$ cat src/ppfm_cfg.svh
`ifndef PPFM_CFG_SVH
`define PPFM_CFG_SVH
// Register byte offsets
`define PPFM_ADDR_P2_DIR 8'h00
`define PPFM_ADDR_P2_SEL 8'h04
`define PPFM_ADDR_ANALOG_PAD_DISABLE 8'h08
`define PPFM_ADDR_CASEL 8'h0C
`define PPFM_ADDR_P3_DIR 8'h10
`define PPFM_ADDR_P3_SEL 8'h14
`define PPFM_ADDR_P4_DIR 8'h18
`define PPFM_ADDR_P4_SEL 8'h1C
`define PPFM_ADDR_P2_OUT 8'h20
`define PPFM_ADDR_P3_OUT 8'h24
`define PPFM_ADDR_P4_OUT 8'h28
`define PPFM_ADDR_P2_IN 8'h2C
`define PPFM_ADDR_P3_IN 8'h30
`define PPFM_ADDR_P4_IN 8'h34
// Port 2 fields sit in bits 7:6, port 3 function select in bits 5:0
`define PPFM_P2_LSB 6
`define PPFM_P2_MSB 7
`define PPFM_P3_SEL_MSB 5
// Reset values
`define PPFM_RST_P2_DIR 2'b11
`define PPFM_RST_P2_SEL 2'b11
`define PPFM_RST_2B 2'b00
`define PPFM_RST_P3_SEL 6'h00
`define PPFM_RST_8B 8'h00
`endif

$ cat src/ppfm_pkg.sv
package ppfm_pkg;
	typedef enum logic [1:0] {
		PPFM_P2_GPIO = 2'b00,
		PPFM_P2_ANALOG = 2'b01,
		PPFM_P2_XTAL = 2'b10,
		PPFM_P2_IDLE = 2'b11
	} ppfm_p2_mode_t;
	typedef logic [7:0] ppfm_byte_t;
endpackage

$ cat src/ppfm_port_mux.sv
`timescale 1ns/1ps
`include "ppfm_cfg.svh"
module ppfm_port_mux (
	input wire logic pclk, // Core clock
	input wire logic presetn, // Async reset, active low
	input wire logic psel, // APB select
	input wire logic penable, // APB enable
	input wire logic pwrite, // APB write
	input wire logic [7:0] paddr, // APB byte address
	input wire logic [31:0] pwdata, // APB write data
	output logic [31:0] prdata, // APB read data
	output logic pready, // APB ready
	output logic pslverr, // APB error on unmapped address
	input wire logic [1:0] p2_pad_in, // P2.7:6 pad level
	output logic [1:0] p2_pad_out, // P2.7:6 pad drive value
	output logic [1:0] p2_pad_oe_n, // P2.7:6 enable, low drives
	input wire logic [7:0] p3_pad_in, // Port 3 pad level
	output logic [7:0] p3_pad_out, // Port 3 drive value
	output logic [7:0] p3_pad_oe_n, // Port 3 enable, low drives
	input wire logic [7:0] p4_pad_in, // Port 4 pad level
	output logic [7:0] p4_pad_out, // Port 4 drive value
	output logic [7:0] p4_pad_oe_n, // Port 4 enable, low drives
	output logic crystal_input_en, // P2.6 routed to oscillator
	output logic crystal_output_en, // P2.7 routed to oscillator
	output logic comparator_channel_six_en, // P2.6 to comparator
	output logic comparator_channel_seven_en, // P2.7 to comparator
	input wire logic [5:0] serial_out, // Serial module drive, P3.5:0
	input wire logic [5:0] serial_oe, // Serial module direction, 1 drives
	input wire logic serial_i2c_mode, // Serial module in I2C mode
	output logic [5:0] serial_in, // Pad level to serial module
	input wire logic [2:0] timer_b_out, // Timer outputs 2:0
	input wire logic aux_clock, // Auxiliary clock to P4.6
	output logic capture_input_0a, // From P4.0
	output logic capture_input_1a, // From P4.1
	output logic capture_input_2a, // From P4.2
	output logic capture_input_0b, // From P4.3
	output logic capture_input_1b, // From P4.4
	output logic timer_b_output_hiz_control, // From P4.6
	output logic timer_b_external_clock // From P4.7
);
	logic [1:0] port2_direction_r;
	logic [1:0] port2_function_select_r;
	logic [1:0] analog_pad_disable_r;
	logic [1:0] comparator_input_select_r;
	logic [1:0] port2_output_r;
	logic [7:0] port3_direction_r;
	logic [5:0] port3_function_select_r;
	logic [7:0] port3_output_r;
	logic [7:0] port4_direction_r;
	logic [7:0] port4_function_select_r;
	logic [7:0] port4_output_r;
	logic [17:0] pad_meta_r;
	logic [17:0] pad_sync_r;
	logic [1:0] p2_sync;
	logic [7:0] p3_sync;
	logic [7:0] p4_sync;
	logic setup;
	logic access;
	logic hit;
	logic [31:0] rd_nxt;
	logic [1:0] p2_out_nxt;
	logic [1:0] p2_oe_nxt;
	logic [1:0] p2_in_en;
	logic [1:0] xtal_nxt;
	logic [1:0] comp_nxt;
	logic [7:0] p3_out_nxt;
	logic [7:0] p3_oe_nxt;
	logic [5:0] serial_in_nxt;
	logic [7:0] p4_out_nxt;
	logic [7:0] p4_oe_nxt;
	logic [7:0] p4_cap_nxt;
	ppfm_pkg::ppfm_p2_mode_t p2_mode [2];

	assign setup = psel & ~penable;
	assign access = psel & penable & pready;
	assign p2_sync = pad_sync_r[1:0];
	assign p3_sync = pad_sync_r[9:2];
	assign p4_sync = pad_sync_r[17:10];

	// Pad inputs come from outside the clock domain
	always_ff @(posedge pclk or negedge presetn)
	begin
		if (!presetn)
		begin
			pad_meta_r <= 18'h0_0000;
			pad_sync_r <= 18'h0_0000;
		end
		else
		begin
			pad_meta_r <= {p4_pad_in, p3_pad_in, p2_pad_in};
			pad_sync_r <= pad_meta_r;
		end
	end

	// Address decode and read mux
	always_comb
	begin
		hit = 1'b1;
		rd_nxt = 32'h0000_0000;
		case (paddr)
			`PPFM_ADDR_P2_DIR: rd_nxt[`PPFM_P2_MSB:`PPFM_P2_LSB] = port2_direction_r;
			`PPFM_ADDR_P2_SEL: rd_nxt[`PPFM_P2_MSB:`PPFM_P2_LSB] = port2_function_select_r;
			`PPFM_ADDR_ANALOG_PAD_DISABLE: rd_nxt[`PPFM_P2_MSB:`PPFM_P2_LSB] = analog_pad_disable_r;
			`PPFM_ADDR_CASEL: rd_nxt[`PPFM_P2_MSB:`PPFM_P2_LSB] = comparator_input_select_r;
			`PPFM_ADDR_P2_OUT: rd_nxt[`PPFM_P2_MSB:`PPFM_P2_LSB] = port2_output_r;
			`PPFM_ADDR_P2_IN: rd_nxt[`PPFM_P2_MSB:`PPFM_P2_LSB] = p2_sync & p2_in_en;
			`PPFM_ADDR_P3_DIR: rd_nxt[7:0] = port3_direction_r;
			`PPFM_ADDR_P3_SEL: rd_nxt[`PPFM_P3_SEL_MSB:0] = port3_function_select_r;
			`PPFM_ADDR_P3_OUT: rd_nxt[7:0] = port3_output_r;
			`PPFM_ADDR_P3_IN: rd_nxt[7:0] = p3_sync;
			`PPFM_ADDR_P4_DIR: rd_nxt[7:0] = port4_direction_r;
			`PPFM_ADDR_P4_SEL: rd_nxt[7:0] = port4_function_select_r;
			`PPFM_ADDR_P4_OUT: rd_nxt[7:0] = port4_output_r;
			`PPFM_ADDR_P4_IN: rd_nxt[7:0] = p4_sync;
			default: hit = 1'b0;
		endcase
	end

	// APB answer: zero wait states, error on unmapped address
	always_ff @(posedge pclk or negedge presetn)
	begin
		if (!presetn)
		begin
			pready <= 1'b0;
			pslverr <= 1'b0;
			prdata <= 32'h0000_0000;
		end
		else
		begin
			pready <= setup;
			pslverr <= setup & ~hit;
			if (setup)
			begin
				prdata <= pwrite ? 32'h0000_0000 : rd_nxt;
			end
		end
	end

	// Port 2 and comparator control
	always_ff @(posedge pclk or negedge presetn)
	begin
		if (!presetn)
		begin
			port2_direction_r <= `PPFM_RST_P2_DIR;
			port2_function_select_r <= `PPFM_RST_P2_SEL;
			analog_pad_disable_r <= `PPFM_RST_2B;
			comparator_input_select_r <= `PPFM_RST_2B;
			port2_output_r <= `PPFM_RST_2B;
		end
		else if (access && pwrite)
		begin
			case (paddr)
				`PPFM_ADDR_P2_DIR: port2_direction_r <= pwdata[`PPFM_P2_MSB:`PPFM_P2_LSB];
				`PPFM_ADDR_P2_SEL: port2_function_select_r <= pwdata[`PPFM_P2_MSB:`PPFM_P2_LSB];
				`PPFM_ADDR_ANALOG_PAD_DISABLE: analog_pad_disable_r <= pwdata[`PPFM_P2_MSB:`PPFM_P2_LSB];
				`PPFM_ADDR_CASEL: comparator_input_select_r <= pwdata[`PPFM_P2_MSB:`PPFM_P2_LSB];
				`PPFM_ADDR_P2_OUT: port2_output_r <= pwdata[`PPFM_P2_MSB:`PPFM_P2_LSB];
				default: ;
			endcase
		end
	end

	// Port 3 and port 4 control
	always_ff @(posedge pclk or negedge presetn)
	begin
		if (!presetn)
		begin
			port3_direction_r <= `PPFM_RST_8B;
			port3_function_select_r <= `PPFM_RST_P3_SEL;
			port3_output_r <= `PPFM_RST_8B;
			port4_direction_r <= `PPFM_RST_8B;
			port4_function_select_r <= `PPFM_RST_8B;
			port4_output_r <= `PPFM_RST_8B;
		end
		else if (access && pwrite)
		begin
			case (paddr)
				`PPFM_ADDR_P3_DIR: port3_direction_r <= pwdata[7:0];
				`PPFM_ADDR_P3_SEL: port3_function_select_r <= pwdata[`PPFM_P3_SEL_MSB:0];
				`PPFM_ADDR_P3_OUT: port3_output_r <= pwdata[7:0];
				`PPFM_ADDR_P4_DIR: port4_direction_r <= pwdata[7:0];
				`PPFM_ADDR_P4_SEL: port4_function_select_r <= pwdata[7:0];
				`PPFM_ADDR_P4_OUT: port4_output_r <= pwdata[7:0];
				default: ;
			endcase
		end
	end

	// Port 2 pads: GPIO, crystal or comparator
	always_comb
	begin
		for (int i = 0; i < 2; i++)
		begin
			if (port2_function_select_r[i])
			begin
				p2_mode[i] = port2_direction_r[i] ? ppfm_pkg::PPFM_P2_XTAL : ppfm_pkg::PPFM_P2_IDLE;
			end
			else
			begin
				p2_mode[i] = analog_pad_disable_r[i] ? ppfm_pkg::PPFM_P2_ANALOG : ppfm_pkg::PPFM_P2_GPIO;
			end
			p2_out_nxt[i] = 1'b0;
			p2_oe_nxt[i] = 1'b0;
			case (p2_mode[i])
				ppfm_pkg::PPFM_P2_GPIO:
				begin
					p2_out_nxt[i] = port2_output_r[i];
					p2_oe_nxt[i] = port2_direction_r[i];
				end
				default:
				begin
					p2_out_nxt[i] = 1'b0;
					p2_oe_nxt[i] = 1'b0;
				end
			endcase
			p2_in_en[i] = (p2_mode[i] == ppfm_pkg::PPFM_P2_GPIO) & ~comparator_input_select_r[i];
			xtal_nxt[i] = (p2_mode[i] == ppfm_pkg::PPFM_P2_XTAL);
			comp_nxt[i] = (p2_mode[i] == ppfm_pkg::PPFM_P2_ANALOG) | comparator_input_select_r[i];
		end
	end

	// Port 3 pads: GPIO or serial
	always_comb
	begin
		serial_in_nxt = 6'h00;
		p3_out_nxt = port3_output_r;
		p3_oe_nxt = port3_direction_r;
		// Only pins 5:0 have a serial function; 7:6 stay GPIO
		for (int i = 0; i < 6; i++)
		begin
			if (port3_function_select_r[i])
			begin
				serial_in_nxt[i] = p3_sync[i];
				if (serial_i2c_mode && (i == 1 || i == 2))
				begin
					p3_out_nxt[i] = 1'b0;
					p3_oe_nxt[i] = serial_oe[i] & ~serial_out[i];
				end
				else
				begin
					p3_out_nxt[i] = serial_out[i];
					p3_oe_nxt[i] = serial_oe[i];
				end
			end
		end
	end

	// Port 4 pads: GPIO or timer
	always_comb
	begin
		for (int i = 0; i < 8; i++)
		begin
			p4_out_nxt[i] = port4_output_r[i];
			p4_oe_nxt[i] = port4_direction_r[i];
			p4_cap_nxt[i] = port4_function_select_r[i] & ~port4_direction_r[i] & p4_sync[i];
			if (port4_function_select_r[i])
			begin
				p4_oe_nxt[i] = port4_direction_r[i] & (i != 7);
				case (i)
					0, 3: p4_out_nxt[i] = timer_b_out[0];
					1, 4: p4_out_nxt[i] = timer_b_out[1];
					2, 5: p4_out_nxt[i] = timer_b_out[2];
					6: p4_out_nxt[i] = aux_clock;
					default: p4_out_nxt[i] = 1'b0;
				endcase
			end
		end
	end

	// Registered pad drive
	always_ff @(posedge pclk or negedge presetn)
	begin
		if (!presetn)
		begin
			p2_pad_out <= 2'b00;
			p2_pad_oe_n <= 2'b11;
			p3_pad_out <= 8'h00;
			p3_pad_oe_n <= 8'hFF;
			p4_pad_out <= 8'h00;
			p4_pad_oe_n <= 8'hFF;
		end
		else
		begin
			p2_pad_out <= p2_out_nxt;
			p2_pad_oe_n <= ~p2_oe_nxt;
			p3_pad_out <= p3_out_nxt;
			p3_pad_oe_n <= ~p3_oe_nxt;
			p4_pad_out <= p4_out_nxt;
			p4_pad_oe_n <= ~p4_oe_nxt;
		end
	end

	// Registered peripheral routing
	always_ff @(posedge pclk or negedge presetn)
	begin
		if (!presetn)
		begin
			crystal_input_en <= 1'b1;
			crystal_output_en <= 1'b1;
			comparator_channel_six_en <= 1'b0;
			comparator_channel_seven_en <= 1'b0;
			serial_in <= 6'h00;
			capture_input_0a <= 1'b0;
			capture_input_1a <= 1'b0;
			capture_input_2a <= 1'b0;
			capture_input_0b <= 1'b0;
			capture_input_1b <= 1'b0;
			timer_b_output_hiz_control <= 1'b0;
			timer_b_external_clock <= 1'b0;
		end
		else
		begin
			crystal_input_en <= xtal_nxt[0];
			crystal_output_en <= xtal_nxt[1];
			comparator_channel_six_en <= comp_nxt[0];
			comparator_channel_seven_en <= comp_nxt[1];
			serial_in <= serial_in_nxt;
			capture_input_0a <= p4_cap_nxt[0];
			capture_input_1a <= p4_cap_nxt[1];
			capture_input_2a <= p4_cap_nxt[2];
			capture_input_0b <= p4_cap_nxt[3];
			capture_input_1b <= p4_cap_nxt[4];
			timer_b_output_hiz_control <= p4_cap_nxt[6];
			timer_b_external_clock <= p4_cap_nxt[7];
		end
	end
endmodule

$ cat config.mk
export PLATFORM = sky130hd
export DESIGN_NAME = ppfm_port_mux
export DESIGN_NICKNAME = d
export VERILOG_FILES = /design/src/ppfm_pkg.sv /design/src/ppfm_port_mux.sv
export VERILOG_INCLUDE_DIRS = /design/src
export SDC_FILE = /design/constraint.sdc
export NUM_CORES = 1
export LEC_CHECK = 0
export BUFFER_PORTS_ARGS = -buffer_cell sky130_fd_sc_hd__buf_4
export CORE_MARGIN = 1
export CORE_UTILIZATION = 48
export DETAILED_ROUTE_END_ITERATION = 8
export PLACE_DENSITY_LB_ADDON = 0.3
export SETUP_SLACK_MARGIN = 0.15
export SLEW_MARGIN = 40
export SYNTH_ARGS = -nofsm -noshare
export SYNTH_HDL_FRONTEND = slang
export SYNTH_SLANG_ARGS = --single-unit
$ cat constraint.sdc
create_clock -name pclk -period 3.8 [get_ports pclk]
set_input_delay 0.76 -clock pclk [delete_from_list [all_inputs] [get_ports pclk]]
set_output_delay 0.76 -clock pclk [all_outputs]
set_load 0.05 [all_outputs]
; After elaboration in Yosys (flattened, before gate mapping)
; Cells that the tools add are included.
[totals]
regBits = 179
[classes]
n_eq_ne = 17
muxes = 45
bitwise_logic = 41
n_reduce_logical = 16
[ops]
columns = op, n
row1 = equality test 8 x 6 -> 1 bit (second input constant), 6
row2 = one-hot mux 6 bit (8 select lines), 1
row3 = two-way mux 1 bit, 40
row4 = equality test 8 x 5 -> 1 bit (second input constant), 4
row5 = one-hot mux 2 bit (13 select lines), 1
row6 = AND 1 bit, 22
row7 = AND reduction 2 bit, 11
row8 = equality test 8 x 4 -> 1 bit (second input constant), 2
row9 = inverter 8 bit, 2
row10 = OR reduction 14 bit, 1
row11 = inverter 1 bit, 13
row12 = equality test 8 x 3 -> 1 bit (second input constant), 1
row13 = zero test 8 bit, 1
row14 = two-way mux 8 bit, 1
row15 = equality test 2 x 1 -> 1 bit (second input constant), 2
row16 = equality test 2 bit (second input constant), 2
row17 = zero test 2 bit, 2
row18 = two-way mux 2 bit, 2
row19 = AND 2 bit, 1
row20 = inverter 2 bit, 1
row21 = bitwise OR 1 bit, 2
row22 = logical AND 1 bit, 1

; Depth between registers and ports, before layout
; Gate-level depths: netlist of run 1.
[depth]
ltp_word = 7
ltp_mapped = 7
mapped_depth_nobuf = 5

; Least setup slack after synthesis of run 1
; No wires, ideal clock.
[synth_path]
kind = input-to-reg
startpoint = in paddr[5]
endpoint = reg port2_output_r[0]
t_arrival_ns = 2.063
required_time_ns = 3.675
slack_ns = 1.612
stages = 5
n_path_buf = 1
path_cell_list = buf_4 -> or4b_4 -> nand2b_4 -> nor2_1 -> mux2_2
[synth_via]
elab_chain_len = 2
[synth_lines]
columns = item, line_no
row1 = "start, declared", ppfm_port_mux.sv:9  ; input wire logic [7:0] paddr,
row2 = equality test 8 x 6 -> 1 bit, ppfm_port_mux.sv:152  ; case (paddr)
row3 = AND reduction 2 bit (no source line), n/a
row4 = "end signal, assigned", ppfm_port_mux.sv:148  ; port2_output_r <= `PPFM_RST_2B;
row5 = "end signal, assigned", ppfm_port_mux.sv:157  ; `PPFM_ADDR_P2_OUT: port2_output_r <= pwdata[`PPFM_P2_MSB:`PPFM_P2_LSB];
row6 = "end, declared", ppfm_port_mux.sv:45  ; logic [1:0] port2_output_r;
; Every way passes these cells.
; A chain may end at the register's enable or synchronous reset.

; Worst setup path after layout of run 1
[layout_path]
startpoint = in paddr[3]
endpoint = reg port4_function_select_r[4]
[layout_via]
elab_chain_len = 2
[layout_lines]
columns = item, line_no
row1 = equality test 8 x 5 -> 1 bit, ppfm_port_mux.sv:177  ; case (paddr)
row2 = AND reduction 2 bit (no source line), n/a
row3 = "end signal, assigned", ppfm_port_mux.sv:172  ; port4_function_select_r <= `PPFM_RST_8B;
row4 = "end signal, assigned", ppfm_port_mux.sv:182  ; `PPFM_ADDR_P4_SEL: port4_function_select_r <= pwdata[7:0];
row5 = "end, declared", ppfm_port_mux.sv:50  ; logic [7:0] port4_function_select_r;
; Every way passes these cells.

==> results.yml, run 1 <==
final_layout:
  area_growth_pct: 25.6
  fin_nets: 660
  diodes: 0
  fin_cells: 765
  postLayoutCoreUtil_pct: 62.1
  seq_area_um2: 3910
  drive_above_1_share_pct: 44.0
  multiInputGateArea_um2: 2130
  num-fill-cells: 990
  final_common_cell: "dfrtp_1"
  top_regs: "pad_meta_r x18, pad_sync_r x18"
  most-common-layout-cells: "dfrtp_1 (131), buf_4 (121), mux2_2 (65), conb_1 (24), dfstp_2 (24)"
worst_setup_path:
  cp-start-kind: "input port"
  r2r-end: "port3_direction_r[3]"
  path_class: "input port to register"
  crit_fanout: 23
  crit_slowest_cell: "nor4bb_1"
  crit_start: "paddr[3]"
  r2r_cells: 4
  reg2reg_slack_ns: 1.83
  crit-reg2reg-launch: "pready"
  cp_cell_sequence: "buf_4, nor4bb_1, and2_0, nand2_2, mux2_2"
  critPathRequiredTime_ns: 4.11
  cp_num_buf_inv: 1
  crit_family: "simple AND/OR/NAND/NOR gates"
  cpPeakStageDelay_ns: 0.74
  worstSetupEndpointType: "register"
  worstPathArrival_ns: 2.85
logic_synthesis:
  synth_top_family_by_area: "multiplexers"
  syn_area_per_cell_um2: 13.8
  ys_seq_area_share_pct: 62.4
  synthMuxAreaShare_pct: 15.0
  synth_edf_count: 0
  ys_top_cells_by_area: "dfrtp_1 (52%), mux2_2 (12%), dfstp_2 (10%)"
  synth_fa_ha_area_share_pct: 0
  synth_compound_gate_area_share_pct: 6.45
  yosysTopAreaCell: "dfrtp_1"
  synth_area_um2: 6270
  synthFlopType: "dfrtp_1"
  async_reset_ff_share_pct: 100
  yosysUniqueCellTypes: 66
  synth_cells: 454
  yosys.area_share.xor_xnor_pct: 0
  synth_top_area_share_pct: 52.3
  yosys_warnings: 0
  ys_seq_elements: 155
  yosys.area_share.simple_pct: 11.1
detailed_routing:
  dr.pass1.iters: 4
  viasPerCell: 5.25
  vias: 4020
  totalWireLength_um: 14100
  wl_per_cell_um: 18.5
  drt_iter0_drc: 232
  ant_nets: 0
  drc_errors: 0
global_route:
  grtUsageMet2_pct: 35.6
  grt_first_pass_wirelength_um: 22100
  met3_usage_pct: 5.45
  met1_usage_pct: 29.1
  grt_pass1_vias: 4151
  busiest_layer: "met2"
  grt_max_degree: 88
  overflow: 0
  antenna_found_initial: 0
  grt_usage_pct: 22.6
sta:
  relSlewSlack_pct: 42.3
  fin_ws_ns: 1.26
  hold_viol: 0
  period_share_pct: 66.8
  tns_ns: 0
  setup_viol: 0
  worst_pin_slew_ns: 0.859
  fin_crit_ns: 2.54
  drv_slew: 0
  fmaxAchievable_mhz: 394
  rsz0062_at_grt: "no"
  fin_skew_ns: 0.00860
pwr:
  power.total_mw: 3.67
  leakage_nw: 3.84
  p_per_area_nw_per_um2: 467
  vdd_ir_drop_max_v: 0.000289
cts:
  cts_tree: "yes"
  path_clk_slew_ns: 0.06
  cts_buffers: 17
  htreeDepth: 4
  clk-insertion-delay-late_ns: 0.43
  cts-root-to-sink-buffers: 2
  cts_root_buf: "clkbuf_16"
  postCtsHoldBufs: 0
  post-cts-setup-buffers: 0
  cts.sinks: 155
  cts_resized: 0
placement:
  hpwl_um: 9510
  pre_cts_ws_ns: 0.882
  placedCellCount: 733
  numPortBuffers: 118
  place_congestion: 0.842
hold_path:
  hold_class: "register to register"
  min_to: "pad_sync_r[15]"
  hold_path_depth: 0
  worstHoldStart: "pad_meta_r[15]"
floorplan:
  die_h_um: 116
  fp.dieArea_um2: 13500
  chipWidth_um: 116
  initial_core_util_pct: 49.5
  core_um2: 12700
  io_pins: 167
  rows: 41
run_status:
  outcome: "finished clean"
job:
  cap_violations: 0
[Yosys cell counts (4+ instances only)]
| master | n |
|---|---|
| a21oi_1 | 8 |
| a22o_1 | 5 |
| a22oi_1 | 7 |
| and2_1 | 12 |
| and3_1 | 6 |
| buf_2 | 5 |
| buf_4 | 26 |
| clkbuf_1 | 5 |
| dfrtp_1 | 131 |
| dfstp_2 | 24 |
| inv_1 | 15 |
| mux2_2 | 65 |
| mux2i_1 | 14 |
| nand2_1 | 22 |
| nand2b_1 | 4 |
| nand3_1 | 5 |
| nand3b_1 | 6 |
| nor2_1 | 11 |
| nor2b_1 | 6 |
| o21ai_0 | 12 |
[metal layers]
metal,share of wire (%),wire length (µm),vias to the layer above
li1,-,-,1810
met1,42,5920,2030
met2,50,7090,152
met3,5.6,794,28
met4,2.4,337,0
met5,0,0,-
[where the power goes]
| part | total (mW) | leakage [nW] | internal (mW) | switching [mW] |
|---|---|---|---|---|
| combinational | 0.227 | 1.58 | 0.0675 | 0.160 |
| sequential | 1.69 | 1.96 | 1.68 | 0.0123 |
| clock | 1.76 | 0.298 | 1.12 | 0.640 |
| total | 3.67 | 3.84 | 2.86 | 0.812 |
[worst max path at each step]
stage,endpoint,slack [ns],depth (start not counted)
floorplan,port2_output_r[0],1.61,5
global placement,port4_function_select_r[2],0.96,5
finish,port4_function_select_r[4],1.26,5
detailed placement,port4_function_select_r[2],0.88,5
global route,port4_function_select_r[2],1.17,5
CTS,port4_function_select_r[4],1.35,5
[area by class of cell]
type	instances	area share [%]
clock buffer	21	5.72
clock inverter	11	2.13
inverter	15	0.715
multi-input combinational	268	27.1
sequential	155	49.7
tap	172	2.73
timing repair buffer	123	12.0
[kinds of logic (layout without fill, tap and decap cells)]
kind of cell | Yosys count | after routing
and+or+nand+nor | 104 | 104
AOI/OAI and AO/OA | 58 | 58
other | 1 | 24
buffers and inverters | 54 | 170
DFF | 155 | 155
muxes | 82 | 82
[per-stage QoR]
step / hold slack [ns] / area [µm²]
after floorplan: 0.331 / 6350
after global placement: 0.332 / 7250
after detailed placement: 0.337 / 7250
after CTS: 0.349 / 7870
after global routing: 0.355 / 7870
final: 0.345 / 7870
Power figures use the tool's default switching activity.
==> run 2, diff against run 1 <==
--- a/config.mk
+++ b/config.mk
@@ -6,6 +6,7 @@
 export SDC_FILE = /design/constraint.sdc
 export NUM_CORES = 1
 export LEC_CHECK = 0
+export ABC_AREA = 1
 export BUFFER_PORTS_ARGS = -buffer_cell sky130_fd_sc_hd__buf_4
 export CORE_MARGIN = 1
 export CORE_UTILIZATION = 48
==> constraint.sdc (replaced) <==
create_clock -name pclk -period 2.6 [get_ports pclk]
set_input_delay 0.52 -clock pclk [delete_from_list [all_inputs] [get_ports pclk]]
set_output_delay 0.52 -clock pclk [all_outputs]
set_load 0.05 [all_outputs]
==> run 2 against run 1 <==
- power rose by 39%
- highest routed layer unchanged
- synthesized cell count rose by 45%
- worst setup slack got worse by 0.33 ns
- design area rose by 0.40%
==> results.yml, run 2 <==
run_status:
  outcome: "finished clean"
sta:
  fin_crit_ns: 1.67
  setup_viol: 0
  period_share_pct: 64.3
  drv_slew: 0
  fmaxAchievable_mhz: 598
  relSlewSlack_pct: 66.7
  worst_pin_slew_ns: 0.500
  rsz0062_at_grt: "no"
  fin_skew_ns: 0.00589
  hold_viol: 0
  tns_ns: 0
  fin_ws_ns: 0.929
final_layout:
  fin_nets: 871
  drive_above_1_share_pct: 27.7
  top_regs: "pad_meta_r x18, pad_sync_r x18"
  area_growth_pct: 24.7
  postLayoutCoreUtil_pct: 62.1
  most-common-layout-cells: "nand2_1 (187), dfrtp_1 (131), buf_4 (120), inv_1 (66)"
  post-route-cell-area_um2: 7900
  diodes: 0
  final_common_cell: "nand2_1"
logic_synthesis:
  syn_area_per_cell_um2: 9.63
  synth_edf_count: 0
  synthFlopType: "dfrtp_1"
  ys_seq_area_share_pct: 61.7
  async_reset_ff_share_pct: 100
  post-synth-top-count-cell: "nand2_1"
  synth_cells: 658
  yosysTopAreaCell: "dfrtp_1"
  synth_top_area_share_pct: 51.7
  netlist_top_cells_count: "nand2_1 (187), dfrtp_1 (131), inv_1 (66)"
  synth_area_um2: 6330
  yosys_warnings: 0
  ys_top_cells_by_area: "dfrtp_1 (52%), nand2_1 (11%), dfstp_2 (10%)"
  yosysUniqueCellTypes: 27
  ys_seq_elements: 155
detailed_routing:
  drc_errors: 0
  totalWireLength_um: 14000
  viasPerCell: 4.84
  drt_iter0_drc: 350
  dr.pass1.iters: 7
  vias: 4719
  wl_per_cell_um: 14.3
  ant_nets: 0
worst_setup_path:
  crit_family: "flip-flops"
  r2r_cells: 6
  crit-reg2reg-launch: "pready"
  crit_fanout: 1
  cp_num_buf_inv: 1
  r2r-end: "port4_direction_r[2]"
  crit_slowest_cell: "dfstp_2"
  cp-start-kind: "register"
  critPathRequiredTime_ns: 2.08
  worstSetupEndpointType: "primary output"
  worstPathArrival_ns: 1.15
  cpPeakStageDelay_ns: 0.54
  cp_cell_sequence: "buf_4"
  reg2reg_slack_ns: 1.06
  path_class: "register to primary output"
job:
  cap_violations: 0
cts:
  cts_root_buf: "clkbuf_16"
  htreeDepth: 4
  clk-insertion-delay-late_ns: 0.42
  cts_tree: "yes"
  cts_resized: 0
  cts-root-to-sink-buffers: 2
  cts_buffers: 17
  postCtsHoldBufs: 1
  path_clk_slew_ns: 0.06
  cts.sinks: 155
  post-cts-setup-buffers: 0
hold_path:
  worstHoldStart: "p4_pad_in[3]"
  min_to: "pad_meta_r[13]"
  hold_path_depth: 1
  hold_class: "input port to register"
global_route:
  grt_max_degree: 98
  grt_usage_pct: 22.2
  grt_first_pass_wirelength_um: 22200
  overflow: 0
  grt_pass1_vias: 4519
  antenna_found_initial: 0
placement:
  hpwl_um: 9850
  detailed_place.area_um2: 7330
  pre_cts_ws_ns: 0.547
  numPortBuffers: 118
  place_congestion: 0.866
floorplan:
  core_um2: 12700
  rows: 41
  fp.dieArea_um2: 13700
  die_h_um: 117
  chipWidth_um: 117
  io_pins: 167
  initial_core_util_pct: 49.8
pwr:
  p_comb_share_pct: 6.0
  leakage_nw: 4.01
  power.total_mw: 5.12
  intPower_mw: 3.99
  vdd_ir_drop_max_v: 0.000373
  clkPwrFrac_pct: 45.7
  pwr-share-seq_pct: 48.2
  p_per_area_nw_per_um2: 648
  p_sw_mw: 1.13
  switching_share_pct: 22.1
[run 2: cell types whose count changed in the layout (fill, tap and decap cells not counted), moves of 12 or more]
cell / change
o21ai_1: +33
o21ai_2: +14
o21ai_0: +32
nand2_1: +165
nor2_1: +33
mux2_2: -64
inv_1: +51
nand3_1: +31
and2_1: -12
[run 2: kinds of logic after synthesis]
family | count (synthesis) | share of synthesized area [%]
simple gates | 296 | 20.9
other cells | 1 | 0.0592
buf+inv | 105 | 8.14
mux | 5 | 0.810
flops | 155 | 61.7
compound gates | 96 | 8.41
[run 2: worst register-to-register path, stage by stage (launching register included)]
cell and delay, ns:
dfrtp_1 0.35, nand3_1 0.09, nor2_1 0.13, buf_4 0.24, nand3_2 0.36, nand2_1 0.18
o21ai_1 0.08
[run 2: how the worst max path moves through the flow]
stage / startpoint / to / slack [ns] / cells after the start
6_report: p4_pad_oe_n[2] / p4_pad_oe_n[2] / 0.93 / 1
3_3_place_gp: paddr[1] / prdata[6] / 0.58 / 10
3_5_place_dp: paddr[1] / prdata[7] / 0.55 / 10
4_1_cts: p4_pad_oe_n[2] / p4_pad_oe_n[2] / 0.91 / 1
2_1_floorplan: pready / port4_direction_r[6] / 0.92 / 7
5_1_grt: paddr[1] / port4_function_select_r[0] / 0.89 / 7
[run 2: stage by stage]
| stage | hold WS [ns] | cells |
|---|---|---|
| 5_1_grt | 0.178 | 976 |
| 4_1_cts | 0.184 | 976 |
| 3_5_place_dp | 0.335 | 943 |
| 3_3_place_gp | 0.333 | 943 |
| 6_report | 0.202 | 976 |
| 2_1_floorplan | 0.224 | 681 |
[run 2: cell type report]
cell class | instances | area (µm²)
clock buffers | 24 | 472
clock inverters | 8 | 93.8
fillers | 1091 | 4820
inverters | 73 | 274
multi-input cells | 421 | 2000
flip-flops and latches | 155 | 3910
well taps | 172 | 215
repair buffers | 123 | 942
[run 2: power groups by stage]
stage | registers (mW) | logic [mW] | clock network (mW)
2_1_floorplan | 2.53 | 0.165 | 0
3_3_place_gp | 2.51 | 0.306 | 0
3_5_place_dp | 2.51 | 0.311 | 0
4_1_cts | 2.47 | 0.314 | 2.40
5_1_grt | 2.47 | 0.338 | 2.51
6_report | 2.47 | 0.309 | 2.34
[run 2: metal layers]
metal	track usage (%)	up-vias	routed length (µm)
met2	35.2	181	6780
li1	-	2295	-
met4	8.27	0	267
met5	0	-	0
met1	28.9	2220	5960
met3	6.80	23	982
==> run 3, diff against run 2 <==
--- a/config.mk
+++ b/config.mk
@@ -6,7 +6,7 @@
 export SDC_FILE = /design/constraint.sdc
 export NUM_CORES = 1
 export LEC_CHECK = 0
-export ABC_AREA = 1
+export ABC_AREA = 0
 export BUFFER_PORTS_ARGS = -buffer_cell sky130_fd_sc_hd__buf_4
 export CORE_MARGIN = 1
 export CORE_UTILIZATION = 48
==> constraint.sdc (replaced) <==
create_clock -name pclk -period 1.63 [get_ports pclk]
set_input_delay 0.326 -clock pclk [delete_from_list [all_inputs] [get_ports pclk]]
set_output_delay 0.326 -clock pclk [all_outputs]
set_load 0.05 [all_outputs]
==> run 3 against run 2 <==
- clock power rose by 56%
- die area is 1.0% lower
- clock skew grew 0.00087 ns
- wire length grew 12%
- first-iteration DRC count down 24%
- clock-buffer cell count fell by 3
- register-to-register slack got worse by 0.92 ns
- critical path type is now register to register
==> results.yml, run 3 (synthesis gave the netlist of run 1 again) <==
worst_setup_path:
  worstSetupEndpointType: "register"
  crit_fanout: 2
  cp_cell_sequence: "mux4_2, a22oi_2, o211ai_1, a22o_1"
  crit_slowest_cell: "mux4_2"
  crit_family: "compound AO/OA/AOI/OAI gates"
  path_class: "register to register"
  cp.depth: 4
  crit_start: "port4_function_select_r[2]"
  r2r_cells: 4
  crit-reg2reg-launch: "port4_function_select_r[2]"
  worstPathArrival_ns: 1.81
  reg2reg_slack_ns: 0.14
  cpPeakStageDelay_ns: 0.49
  r2r-end: "prdata[2]"
  critPathRequiredTime_ns: 1.94
  cp-start-kind: "register"
  endpoint: "prdata[2]"
  cp_num_buf_inv: 0
final_layout:
  post-route-cell-area_um2: 8710
  final_common_cell: "buf_4"
  top_regs: "pad_meta_r x18, pad_sync_r x18"
  fin_nets: 748
  diodes: 0
  most-common-layout-cells: "buf_4 (176), dfrtp_1 (129), mux2_2 (58), conb_1 (24), dfstp_2 (24)"
  drive_above_1_share_pct: 51.0
  area_growth_pct: 39.0
detailed_routing:
  ant_nets: 0
  drt_iter0_drc: 265
  viasPerCell: 5.07
  drc_errors: 0
  totalWireLength_um: 15600
  dr.pass1.iters: 7
  vias: 4323
  wl_per_cell_um: 18.3
cts:
  cts_buffers: 17
  htreeDepth: 4
  cts.sinks: 155
  cts-root-to-sink-buffers: 2
  cts_root_buf: "clkbuf_16"
  cts_tree: "yes"
  path_clk_slew_ns: 0.06
  clk-insertion-delay-late_ns: 0.42
hold_path:
  hold_class: "input port to register"
placement:
  hpwl_um: 11100
  numPortBuffers: 118
  detailed_place.area_um2: 7820
  place_congestion: 0.864
pwr:
  intPower_mw: 6.30
  pwr-share-seq_pct: 47.8
  clkPwrFrac_pct: 44.1
  p_comb_share_pct: 8.1
  p_per_area_nw_per_um2: 947
  switching_share_pct: 23.6
  p_sw_mw: 1.95
  leakage_nw: 4.28
  vdd_ir_drop_max_v: 0.000812
sta:
  period_share_pct: 91.4
  fmaxAchievable_mhz: 671
  fin_hold_ws_ns: 0.0149
  fin_crit_ns: 1.49
  worst_pin_slew_ns: 0.638
  hold_viol: 0
  relSlewSlack_pct: 57.1
  setup_viol: 0
  fin_skew_ns: 0.00676
  rsz0062_at_grt: "yes"
  drv_slew: 0
run_status:
  outcome: "finished clean"
floorplan:
  core_um2: 12700
  chipWidth_um: 116
  io_pins: 167
  fp.dieArea_um2: 13500
  initial_core_util_pct: 49.5
  die_h_um: 116
  rows: 41
global_route:
  overflow: 0
  grt_max_degree: 45
  grt_pass1_vias: 4402
  grt_usage_pct: 25.2
  antenna_found_initial: 0
  grt_first_pass_wirelength_um: 24200
job:
  cap_violations: 0
-- run 3: cell types whose count changed in the layout (fill, tap and decap cells not counted), sizes merged, moves of 13 or more --
cell,delta
and2,+13
buf,+72
dlygate4sd3,+16
inv,-57
mux2,+64
nand2,-177
nand3,-34
nor2,-40
o21ai,-79
-- run 3: how the worst min path moves through the flow --
stage	slack [ns]	cells after the start	from	endpoint
2_1_floorplan	0.03	0	presetn	analog_pad_disable_r[0]
3_5_place_dp	0.24	1	presetn	capture_input_0a
6_report	0.01	1	p3_pad_in[7]	pad_meta_r[9]
5_1_grt	0.0008	1	p3_pad_in[7]	pad_meta_r[9]
3_3_place_gp	0.23	1	presetn	capture_input_0a
4_1_cts	0.0001	1	p3_pad_in[5]	pad_meta_r[7]
-- run 3: layout make-up --
type | count | area (µm²)
Fill cell | 915 | 3960
Tap cell | 172 | 215
Inverter | 15 | 56.3
Clock buffer | 21 | 450
Timing Repair Buffer | 211 | 1730
Multi-Input combinational cell | 268 | 2250
Sequential cell | 155 | 3910
Clock inverter | 11 | 96.3
-- run 3: metrics by stage --
step	setup slack [ns]	util [%]	std cells	power [mW]	TNS [ns]
after floorplan	-0.103	-	477	4.33	-1.81
after global placement	-0.267	61.7	796	4.62	-12.26
after detailed placement	-0.285	61.7	796	4.63	-12.81
after CTS	0.134	67.8	848	8.32	0
after global routing	0.104	68.8	853	8.53	0
final	0.140	68.8	853	8.25	0
-- run 3: metal layers --
layer	share of wire [%]	GRT usage, %	wire [µm]	vias to the layer above
met4	2.4	10.4	371	0
met1	44	33.4	6820	2161
met2	49	39.8	7630	144
li1	-	-	-	1990
met5	0	0	0	-
met3	5.2	6.23	812	28
-- run 3: timing repair --
| item | in CTS | in global routing |
|---|---|---|
| resized for setup | 9 | 20 |
| gates cloned | 0 | 0 |
| pin swaps | 6 | 8 |
| hold buffers | 16 | 1 |
| setup endpoints to repair | 59 | 53 |
| hold endpoints to repair | 37 | 1 |
| buffers inserted | 4 | 4 |
-- run 3: power by group through the flow --
stage / Sequential (mW) / Combinational [mW] / Clock, mW
4_1_cts: 3.94 / 0.660 / 3.72
3_3_place_gp: 4.01 / 0.614 / 0
2_1_floorplan: 4.03 / 0.298 / 0
6_report: 3.94 / 0.666 / 3.64
3_5_place_dp: 4.01 / 0.625 / 0
5_1_grt: 3.95 / 0.716 / 3.86
